[src/core/tfm_pkg.sv]
/*
 Constants for the thermal fault monitor: command codes, field positions,
 reset values, temperature figures and the protection state encoding.
 Assumes a command port driven by a PMBus engine on the same clock.
*/
package tfm_pkg;

	// Command codes of the register file
	localparam logic [7:0] CMD_FAULT_LIMIT = 8'h4F;
	localparam logic [7:0] CMD_WARN_LIMIT = 8'h51;
	localparam logic [7:0] CMD_FAULT_FLAGS = 8'hD0;
	localparam logic [7:0] CMD_IGNORE_BITS = 8'hD1;
	localparam logic [7:0] CMD_REACTION_SEL = 8'hD2;

	localparam int REG_W = 16;
	localparam int FLAG_W = 10;
	localparam int BIT_EXT_WARN = 1;
	localparam int BIT_EXT_FAULT = 3;

	// Limits in millivolts: 450 mV and 300 mV
	localparam logic [15:0] WARN_LIMIT_RST = 16'h01C2;
	localparam logic [15:0] FAULT_LIMIT_RST = 16'h012C;
	localparam logic [9:0] FLAGS_RST = 10'h000;
	localparam logic [9:0] IGNORE_RST = 10'h009;
	localparam logic [9:0] REACTION_LATCH_ALL = 10'h000;
	localparam logic [9:0] REACTION_HICCUP_ALL = 10'h3FF;

	// Die temperature in degrees Celsius
	localparam logic [7:0] DIE_SHUTDOWN_C = 8'hA0;
	localparam logic [7:0] DIE_RESUME_C = 8'h91;

	localparam int SYNC_W = 2;

	typedef enum logic [1:0] {
		TFM_RUN = 2'b00,
		TFM_HICCUP = 2'b01,
		TFM_LATCHED = 2'b11
	} tfm_prot_e;

endpackage

[src/core/tfm_monitor.sv]
/*
 Thermal fault monitor: external thermistor warning and fault detection,
 sticky fault flags with open-drain alert, masked protection with hiccup
 or latch-off, and die over-temperature shutdown with hysteresis.
 Assumes a same-clock command port from a PMBus engine, a digital
 thermistor voltage in mV and a die temperature in degrees Celsius.
*/
`timescale 1ns/10ps
module tfm_monitor
	import tfm_pkg::*;
(
	input wire logic clk,
	input wire logic nrst,
	input wire logic enPin,
	input wire logic hicLatchPin,
	input wire logic softStartActive,
	input wire logic [15:0] thermistorVoltage,
	input wire logic [7:0] dieTemp,
	input wire logic [7:0] cmdCode,
	input wire logic cmdWrite,
	input wire logic cmdRead,
	input wire logic [15:0] cmdData,
	input wire logic clearFaults,
	output logic [15:0] rdData,
	output logic alertLineOut,
	output logic alertLineOe,
	output logic pwmEnable,
	output logic softStartReq,
	output logic latchedOff
);

	// Strict unsigned compare of millivolt values
	function automatic logic belowLimit(input logic [15:0] volts, input logic [15:0] limit);
		belowLimit = volts < limit;
	endfunction

	function automatic logic [15:0] widen(input logic [9:0] bits);
		widen = {6'h00, bits};
	endfunction

	// Enable and strap are asynchronous pins
	logic [SYNC_W-1:0] pinSynced;
	logic enSync;
	logic strapSync;

	tfm_sync u_sync (
		.clk(clk),
		.nrst(nrst),
		.async({hicLatchPin, enPin}),
		.synced(pinSynced)
	);

	assign enSync = pinSynced[0];
	assign strapSync = pinSynced[1];

	// Register file state
	logic [15:0] warnLimit_reg, warnLimit_next;
	logic [15:0] faultLimit_reg, faultLimit_next;
	logic [9:0] flags_reg, flags_next;
	logic [9:0] ignoreBits_reg, ignoreBits_next;
	logic [9:0] reaction_reg, reaction_next;
	logic strapDone_reg, strapDone_next;
	logic [15:0] rdData_reg, rdData_next;

	// Protection state
	tfm_prot_e prot_reg, prot_next;
	logic dieHot_reg, dieHot_next;
	logic pwmEnable_reg, pwmEnable_next;
	logic softStartReq_reg, softStartReq_next;
	logic alertOe_reg, alertOe_next;
	logic alertOut_reg;
	logic latchedOff_reg, latchedOff_next;

	logic warnNow;
	logic faultNow;
	logic detectOn;
	logic dieCooled;
	logic writeFlags;
	logic [9:0] setMask;
	logic [9:0] clearMask;

	// Comparators run every edge; flags gate on soft-start
	assign detectOn = softStartActive;
	assign warnNow = belowLimit(thermistorVoltage, warnLimit_reg);
	assign faultNow = belowLimit(thermistorVoltage, faultLimit_reg);
	assign writeFlags = cmdWrite && (cmdCode == CMD_FAULT_FLAGS);

	// Register file next values
	always_comb begin
		warnLimit_next = warnLimit_reg;
		faultLimit_next = faultLimit_reg;
		ignoreBits_next = ignoreBits_reg;
		reaction_next = reaction_reg;
		strapDone_next = strapDone_reg;
		setMask = '0;
		clearMask = '0;
		flags_next = flags_reg;
		if (!enSync) begin
			// Enable low acts like a recycle of every register
			warnLimit_next = WARN_LIMIT_RST;
			faultLimit_next = FAULT_LIMIT_RST;
			ignoreBits_next = IGNORE_RST;
			reaction_next = REACTION_LATCH_ALL;
			strapDone_next = 1'b0;
			flags_next = FLAGS_RST;
		end else begin
			if (!strapDone_reg) begin
				// Default response comes from the strap pin
				reaction_next = strapSync ? REACTION_HICCUP_ALL : REACTION_LATCH_ALL;
				strapDone_next = 1'b1;
			end
			if (cmdWrite) begin
				case (cmdCode)
					CMD_WARN_LIMIT: begin
						warnLimit_next = cmdData;
					end
					CMD_FAULT_LIMIT: begin
						faultLimit_next = cmdData;
					end
					CMD_IGNORE_BITS: begin
						ignoreBits_next = cmdData[FLAG_W-1:0];
					end
					CMD_REACTION_SEL: begin
						reaction_next = cmdData[FLAG_W-1:0];
					end
					default: begin
						// Unmapped codes leave every register alone
					end
				endcase
			end
			// Host clears: ones written to the flags, or clear-all command
			if (writeFlags) begin
				clearMask = cmdData[FLAG_W-1:0];
			end
			if (clearFaults) begin
				clearMask = '1;
			end
			// Detection ignores the mask; set wins over a same-cycle clear
			if (detectOn && warnNow) begin
				setMask[BIT_EXT_WARN] = 1'b1;
			end
			if (detectOn && faultNow) begin
				setMask[BIT_EXT_FAULT] = 1'b1;
			end
			flags_next = (flags_reg & ~clearMask) | setMask;
		end
	end

	// Read data next value, one cycle after the read strobe
	always_comb begin
		rdData_next = rdData_reg;
		if (!enSync) begin
			rdData_next = 16'h0000;
		end else if (cmdRead) begin
			case (cmdCode)
				CMD_WARN_LIMIT: begin
					rdData_next = warnLimit_reg;
				end
				CMD_FAULT_LIMIT: begin
					rdData_next = faultLimit_reg;
				end
				CMD_FAULT_FLAGS: begin
					rdData_next = widen(flags_reg);
				end
				CMD_IGNORE_BITS: begin
					rdData_next = widen(ignoreBits_reg);
				end
				CMD_REACTION_SEL: begin
					rdData_next = widen(reaction_reg);
				end
				default: begin
					rdData_next = 16'h0000;
				end
			endcase
		end
	end

	always_ff @(posedge clk) begin
		if (!nrst) begin
			rdData_reg <= 16'h0000;
		end else begin
			rdData_reg <= rdData_next;
		end
	end

	always_ff @(posedge clk) begin
		if (!nrst) begin
			warnLimit_reg <= WARN_LIMIT_RST;
			faultLimit_reg <= FAULT_LIMIT_RST;
			flags_reg <= FLAGS_RST;
			ignoreBits_reg <= IGNORE_RST;
			reaction_reg <= REACTION_LATCH_ALL;
			strapDone_reg <= 1'b0;
		end else begin
			warnLimit_reg <= warnLimit_next;
			faultLimit_reg <= faultLimit_next;
			flags_reg <= flags_next;
			ignoreBits_reg <= ignoreBits_next;
			reaction_reg <= reaction_next;
			strapDone_reg <= strapDone_next;
		end
	end

	// Die shutdown with hysteresis; PWM stays off while hot
	always_comb begin
		dieHot_next = dieHot_reg;
		dieCooled = 1'b0;
		if (!enSync) begin
			dieHot_next = 1'b0;
		end else if (!dieHot_reg && (dieTemp >= DIE_SHUTDOWN_C)) begin
			dieHot_next = 1'b1;
		end else if (dieHot_reg && (dieTemp < DIE_RESUME_C)) begin
			dieHot_next = 1'b0;
			dieCooled = 1'b1;
		end
	end

	always_ff @(posedge clk) begin
		if (!nrst) begin
			dieHot_reg <= 1'b0;
		end else begin
			dieHot_reg <= dieHot_next;
		end
	end

	// Protection next values
	always_comb begin
		prot_next = prot_reg;
		softStartReq_next = dieCooled;
		case (prot_reg)
			TFM_RUN: begin
				// Warning takes no part here; only unmasked faults act
				if (detectOn && faultNow && !ignoreBits_reg[BIT_EXT_FAULT]) begin
					prot_next = reaction_reg[BIT_EXT_FAULT] ? TFM_HICCUP : TFM_LATCHED;
				end
			end
			TFM_HICCUP: begin
				if (!faultNow) begin
					prot_next = TFM_RUN;
					softStartReq_next = 1'b1;
				end
			end
			TFM_LATCHED: begin
				prot_next = TFM_LATCHED;
			end
			default: begin
				prot_next = TFM_LATCHED;
			end
		endcase
		// Enable low restarts the state as a recycle would
		if (!enSync) begin
			prot_next = TFM_RUN;
			softStartReq_next = 1'b0;
		end
		// PWM needs enable, the protection state in run and a cool die
		pwmEnable_next = enSync && (prot_next == TFM_RUN) && !dieHot_next;
		latchedOff_next = prot_next == TFM_LATCHED;
		alertOe_next = |flags_next;
	end

	always_ff @(posedge clk) begin
		if (!nrst) begin
			prot_reg <= TFM_RUN;
			pwmEnable_reg <= 1'b0;
			softStartReq_reg <= 1'b0;
			alertOe_reg <= 1'b0;
			alertOut_reg <= 1'b0;
			latchedOff_reg <= 1'b0;
		end else begin
			prot_reg <= prot_next;
			pwmEnable_reg <= pwmEnable_next;
			softStartReq_reg <= softStartReq_next;
			alertOe_reg <= alertOe_next;
			alertOut_reg <= 1'b0;
			latchedOff_reg <= latchedOff_next;
		end
	end

	assign rdData = rdData_reg;
	// Open-drain alert: value always low, enable drives it
	assign alertLineOut = alertOut_reg;
	assign alertLineOe = alertOe_reg;
	assign pwmEnable = pwmEnable_reg;
	assign softStartReq = softStartReq_reg;
	assign latchedOff = latchedOff_reg;

endmodule

[src/core/tfm_sync.sv]
/*
 Two-stage synchroniser for level pins entering the clock domain.
 Assumes the inputs are slow levels; each bit is synchronised on its own.
*/
`timescale 1ns/10ps
module tfm_sync
	import tfm_pkg::*;
(
	input wire logic clk,
	input wire logic nrst,
	input wire logic [SYNC_W-1:0] async,
	output logic [SYNC_W-1:0] synced
);

	logic [SYNC_W-1:0] stage1_reg;
	logic [SYNC_W-1:0] stage2_reg;

	always_ff @(posedge clk) begin
		if (!nrst) begin
			stage1_reg <= '0;
			stage2_reg <= '0;
		end else begin
			stage1_reg <= async;
			stage2_reg <= stage1_reg;
		end
	end

	assign synced = stage2_reg;

endmodule

[config.mk]
export PLATFORM = sky130hd
export DESIGN_NAME = tfm_monitor
export DESIGN_NICKNAME = d
export VERILOG_FILES = /design/src/core/tfm_pkg.sv /design/src/core/tfm_monitor.sv /design/src/core/tfm_sync.sv
export SDC_FILE = /design/constraint.sdc
export NUM_CORES = 1
export LEC_CHECK = 0
export BUFFER_PORTS_ARGS = -buffer_cell sky130_fd_sc_hd__buf_2
export CAP_MARGIN = 20
export CORE_UTILIZATION = 45
export DETAILED_ROUTE_END_ITERATION = 8
export GPL_TIMING_DRIVEN = 0
export PLACE_DENSITY = 0.7
export SKIP_CTS_REPAIR_TIMING = 1
export SYNTH_ARGS = -nofsm -noshare
export SYNTH_HDL_FRONTEND = slang
export SYNTH_SLANG_ARGS = --single-unit
[constraint.sdc]
create_clock -name clk -period 4.2 [get_ports clk]
set_input_delay 0.84 -clock clk [delete_from_list [all_inputs] [get_ports clk]]
set_output_delay 0.84 -clock clk [all_outputs]
set_load 0.02 [all_outputs]
Yosys cells after proc, flatten, opt, wreduce, memory -nomap -nowiden
Index checks and enable logic that the tools add are counted.
{"block": "op_classes", "n_addsub": 0, "n_eq_ne": 7, "reduce_logical": 18, "bitwise": 3, "shift": 0, "n_div": 0, "n_mux": 26, "n_lt_le_gt_ge": 4, "mul": 0}
{"operator": "$mux 10", "n": 8}
{"operator": "$pmux 16 s5", "n": 1}
{"operator": "$lt 16x16->1", "n": 2}
{"operator": "$eq 8x8->1 const B", "n": 3}
{"operator": "$eq 8x7->1 const B", "n": 2}
{"operator": "$mux 1", "n": 12}
{"operator": "$and 10x10->10", "n": 1}
{"operator": "$not 10->10", "n": 1}
{"operator": "$or 10x4->10", "n": 1}
{"operator": "$reduce_or 10->1", "n": 1}
{"operator": "$ge 8x8->1 const B", "n": 1}
{"operator": "$logic_and 1x1->1", "n": 8}
{"operator": "$lt 8x8->1 const B", "n": 1}
{"operator": "$mux 2", "n": 4}
{"operator": "$reduce_and 2->1", "n": 4}
{"operator": "$logic_not 2->1", "n": 2}
{"operator": "$pmux 2 s2", "n": 1}
{"operator": "$logic_not 1->1", "n": 3}
{"operator": "$eq 2x1->1 const B", "n": 1}
{"operator": "$eq 2x2->1 const B", "n": 1}
{"block": "totals", "input_bits": 56, "register_bits": 90, "word_cells": 73, "output_inout_bits": 21, "mem_bits_rw": 0, "memories": 0, "latchBits": 0, "mem_bits_ro": 0}

Longest topological paths before layout
{"block": "logic_depth", "word_depth": 10, "mapped_depth": 7, "depth_no_buf": 7}

Modules after synthesis
From an unflattened synthesis, not the netlist that was laid out.
{"block": "hier_totals", "hier_cells": 538, "hier_area_um2": 4367.9}
{"module": "tfm_monitor", "cells_each": 530, "area_per_inst_um2": 4262.8, "instances": 1, "seq_area_each_um2": 1721.7}
{"module": "tfm_sync", "cells_each": 8, "area_per_inst_um2": 105.1, "instances": 1, "seq_area_each_um2": 80.1}

Worst setup path after synthesis
OpenSTA, ideal clock, no wires.
{"block": "synth_path", "path_type": "input-to-reg", "start": "input port thermistorVoltage[15]", "end": "register pwmEnable_reg (netlist: pwmEnable)", "path_stages": 6, "n_path_buf": 0, "setup_ns": 0.103, "required_ns": 4.097, "arrival_ns": 2.516, "setup_slack_ns": 1.581, "path_cell_list": "ha_1 nand4_1 or4_1 o31ai_2 a2111oi_1 a2111oi_2"}
{"block": "synth_via", "elab_chain_cells": 9, "elab_cells_between_ends": 10, "classes_between": "1 x order compare; 4 x mux; 5 x reduce/logical"}
{"item": "start: declaration", "line_no": "tfm_monitor.sv:17", "text": "input wire logic [15:0] thermistorVoltage,"}
{"item": "$lt 16x16->1 *", "line_no": "tfm_monitor.sv:34", "text": "belowLimit = volts < limit;"}
{"item": "$logic_and 1x1->1 (2 in a row)", "line_no": "tfm_monitor.sv:233", "text": "if (detectOn && faultNow && !ignoreBits_reg[BIT_EXT_FAULT]) begin"}
{"item": "$mux 2", "line_no": "tfm_monitor.sv:233"}
{"item": "$pmux 2 s2 *", "line_no": "tfm_monitor.sv:230", "text": "case (prot_reg)"}
{"item": "$mux 2 *", "line_no": "tfm_monitor.sv:251", "text": "if (!enSync) begin"}
{"item": "$logic_not 2->1 *", "line_no": "tfm_monitor.sv:256", "text": "pwmEnable_next = enSync && (prot_next == TFM_RUN) && !dieHot_next;"}
{"item": "$logic_and 1x1->1 * (2 in a row)", "line_no": "tfm_monitor.sv:256"}
{"item": "end signal: assignment", "line_no": "tfm_monitor.sv:271", "text": "pwmEnable_reg <= pwmEnable_next;"}
{"item": "end: declaration", "line_no": "tfm_monitor.sv:68", "text": "logic pwmEnable_reg, pwmEnable_next;"}
Every way passes the cells marked *; elsewhere a longest branch is shown, timed or not.
A chain may end at the register's enable or synchronous reset.

Worst setup path in the final report
{"block": "layout_path", "start": "input port cmdCode[5]", "end": "register faultLimit_reg[3]"}
{"block": "layout_via", "elab_chain_cells": 2}
{"item": "start: declaration", "line_no": "tfm_monitor.sv:19", "text": "input wire logic [7:0] cmdCode,"}
{"item": "$eq 8x7->1", "line_no": "tfm_monitor.sv:113", "text": "case (cmdCode)"}
{"item": "$reduce_and 2->1 (no line)"}
{"item": "end signal: assignment", "line_no": "tfm_monitor.sv:196", "text": "faultLimit_reg <= faultLimit_next;"}
{"item": "end: declaration", "line_no": "tfm_monitor.sv:58", "text": "logic [15:0] faultLimit_reg, faultLimit_next;"}
No other way between the ends.

==> results.yml <==
grt:
  overflow: 0
  grt_max_degree: 15
  grt_pass1_wl_um: 21200
  grt.total_usage: 0.275
  grt_antenna_before_repair: 0
  grt_pass1_vias: 4145
power_and_ir_drop:
  p_seq_frac: 0.548
  finalPower_w: 0.00157
  p_comb_frac: 0.084
  power-per-cell-area_nw_per_um2: 304
  p_int_w: 0.00118
  p_switching_w: 0.000393
  power.leakage_nw: 2.15
  swShare: 0.250
  p_clk_frac: 0.368
  ir_drop_mv: 0.177
routing:
  ant_nets: 0
  wl_per_cell_um: 17.9
  wl_um: 13600
  dr.first_iter.drc_count: 358
  drtPass1Iterations: 5
  vias_per_cell: 5.79
  drcViolationCount: 0
  vias: 4385
clock_tree:
  cts_made_buffers: 9
  cts_sinks: 90
  cts-root-buf: "clkbuf_8"
  clkTransAtPathRegs_ns: 0.09
  cts.path.max_buffers: 2
  cts_tree: "done"
  clk_latency_ns: 0.36
  cts-htree-levels: 3
floorplan:
  die_h_um: 101
  initial_core_util: 0.473
  dieArea_sq_um: 10300
  rows: 35
  fp.dieW_um: 101
  coreArea_sq_um: 9420
  ios: 77
setup_path:
  start_kind: "input pin"
  critPathRequiredTime_ns: 4.40
  crit_fanout: 10
  worstPathArrival_ns: 2.88
  end_kind: "register"
  critPathKind: "input pin to register"
finish:
  areaGrowthSynthToFinish_pct: 16.1
  stdcell_count: 757
  drive_gt1_frac: 0.172
  diodes: 0
  stdcell_area_sq_um: 5170
  layout.nets: 710
  final_core_util: 0.549
yosys:
  netlist_area_sq_um: 4450
  ys.flop_type: "dfxtp_1"
  synth.yosys.seq_area_share: 0.405
  syn_inst: 539
  ys_seq_elements: 90
  avgSynthCellArea_sq_um: 8.26
  yosysWarnings: 0
  synth_nets: 625
  async_flop_share: 0
  synth-edff-count: 0
  ys_types: 50
placed_design:
  placed_area_sq_um: 4980
  hpwlAfterDp_um: 10200
  dp_cells: 742
  io_buffers: 74
  finalWeightedCongestion: 0.909
sta:
  slew_headroom: 0.504
  min_period_over_period: 0.637
  finalSetupTns_ns: 0
  setup-violations-final: 0
  clock_skew_ns: 0.00851
  tightest_slew_ns: 0.742
  finalHoldViolations: 0
  rsz0062_at_grt: "no"
  min_period_ns: 2.68
  drv_slew: 0
  timing.fmax_mhz: 374
hold_path:
  min_path_type: "register to register"
run:
  cap_violations: 0
run_status:
  status: "finished, final reports clean"
per-layer routing:
layer / wire, um / global-route usage
met5: 0 / 0
met4: 485 / 0.108
met3: 967 / 0.0373
met2: 6350 / 0.459
met1: 5770 / 0.360
final timing paths:
path	cells past startpoint	end	startpoint	slack, ns
max	7	faultLimit_reg[3]	cmdCode[5]	1.52
min	1	u_sync.synced[0]	u_sync.stage1_reg[0]	0.44
max reg2reg	7	pwmEnable	faultLimit_reg[15]	1.77
min reg2reg	1	u_sync.synced[0]	u_sync.stage1_reg[0]	0.44
cells in the final DEF, fill, tap and decap left out, types with 2 or more instances in the layout:
cell type,count
dfxtp_1,90
nand2b_1,5
nor2_1,30
clkbuf_8,9
nand4_1,5
mux2i_1,17
a31oi_1,7
o311ai_1,4
nor3_4,2
a2111oi_0,2
and2_1,6
or4_1,4
a211oi_1,7
nor3_2,2
ha_1,30
nor3_1,4
nand4b_1,2
a22oi_1,20
o21a_1,2
nand2_1,81
o21ai_0,19
and3_1,5
nor2b_1,2
inv_1,41
nand3_1,44
clkbuf_1,21
clkinv_2,2
a222oi_1,6
a21oi_1,52
buf_6,2
buf_2,81
worst max-delay path: stages:
cell and delay (ns):
buf_2 0.10, nand3b_1 0.28, nor3_2 0.63, nand2_1 0.46
clkbuf_1 0.35, nand2_1 0.13, nand3_1 0.08
kinds of logic after synthesis:
family,Yosys count,share of synthesized area
flip-flops,90,0.405
AO/OA/AOI/OAI,129,0.187
multiplexers,17,0.0382
other,1,0.000843
adder cells (fa/ha/maj),30,0.0843
AND/OR/NAND/NOR,200,0.218
buffers and inverters,72,0.0669
synthesized netlist by cell type (all sizes together), types with 4 or more instances:
cell	number	area [sq um]
and3	5	31.3
a22oi	20	150
a2111oi	4	42.5
a21oi	52	260
a31oi	7	43.8
clkbuf	20	75.1
a211oi	7	52.6
o311ai	5	43.8
or4	4	30.0
nor3	8	72.6
and2	6	37.5
nor2	30	113
o21ai	19	95.1
ha	30	375
mux2i	17	170
nand2	82	310
nand2b	5	31.3
nand3	44	220
buf	11	68.8
a222oi	6	60.1
nand4	5	31.3
dfxtp	90	1800
inv	41	154
metrics by stage:
stage	hold WS [ns]	setup WS, ns
2_1_floorplan	0.412	1.58
3_3_place_gp	0.415	1.21
3_5_place_dp	0.419	1.18
4_1_cts	0.446	1.54
5_1_grt	0.467	1.42
6_report	0.442	1.52
power groups by stage:
stage | combinational [W] | sequential (W) | clock, W
floorplan | 0.0000621 | 0.000882 | 0
global placement | 0.000125 | 0.000880 | 0
detailed placement | 0.000129 | 0.000880 | 0
CTS | 0.000130 | 0.000860 | 0.000581
global route | 0.000144 | 0.000861 | 0.000627
finish | 0.000132 | 0.000860 | 0.000578
layout make-up:
class / instances / area, sq um
fillers: 906 / 4250
multi-input cells: 377 / 2350
flip-flops and latches: 90 / 1800
repair buffers: 74 / 370
well taps: 129 / 161
inverters: 41 / 154
plain buffers: 31 / 144
clock buffers: 10 / 128
clock inverters: 5 / 56.3
Note: power is estimated with default switching activity, not from simulation.
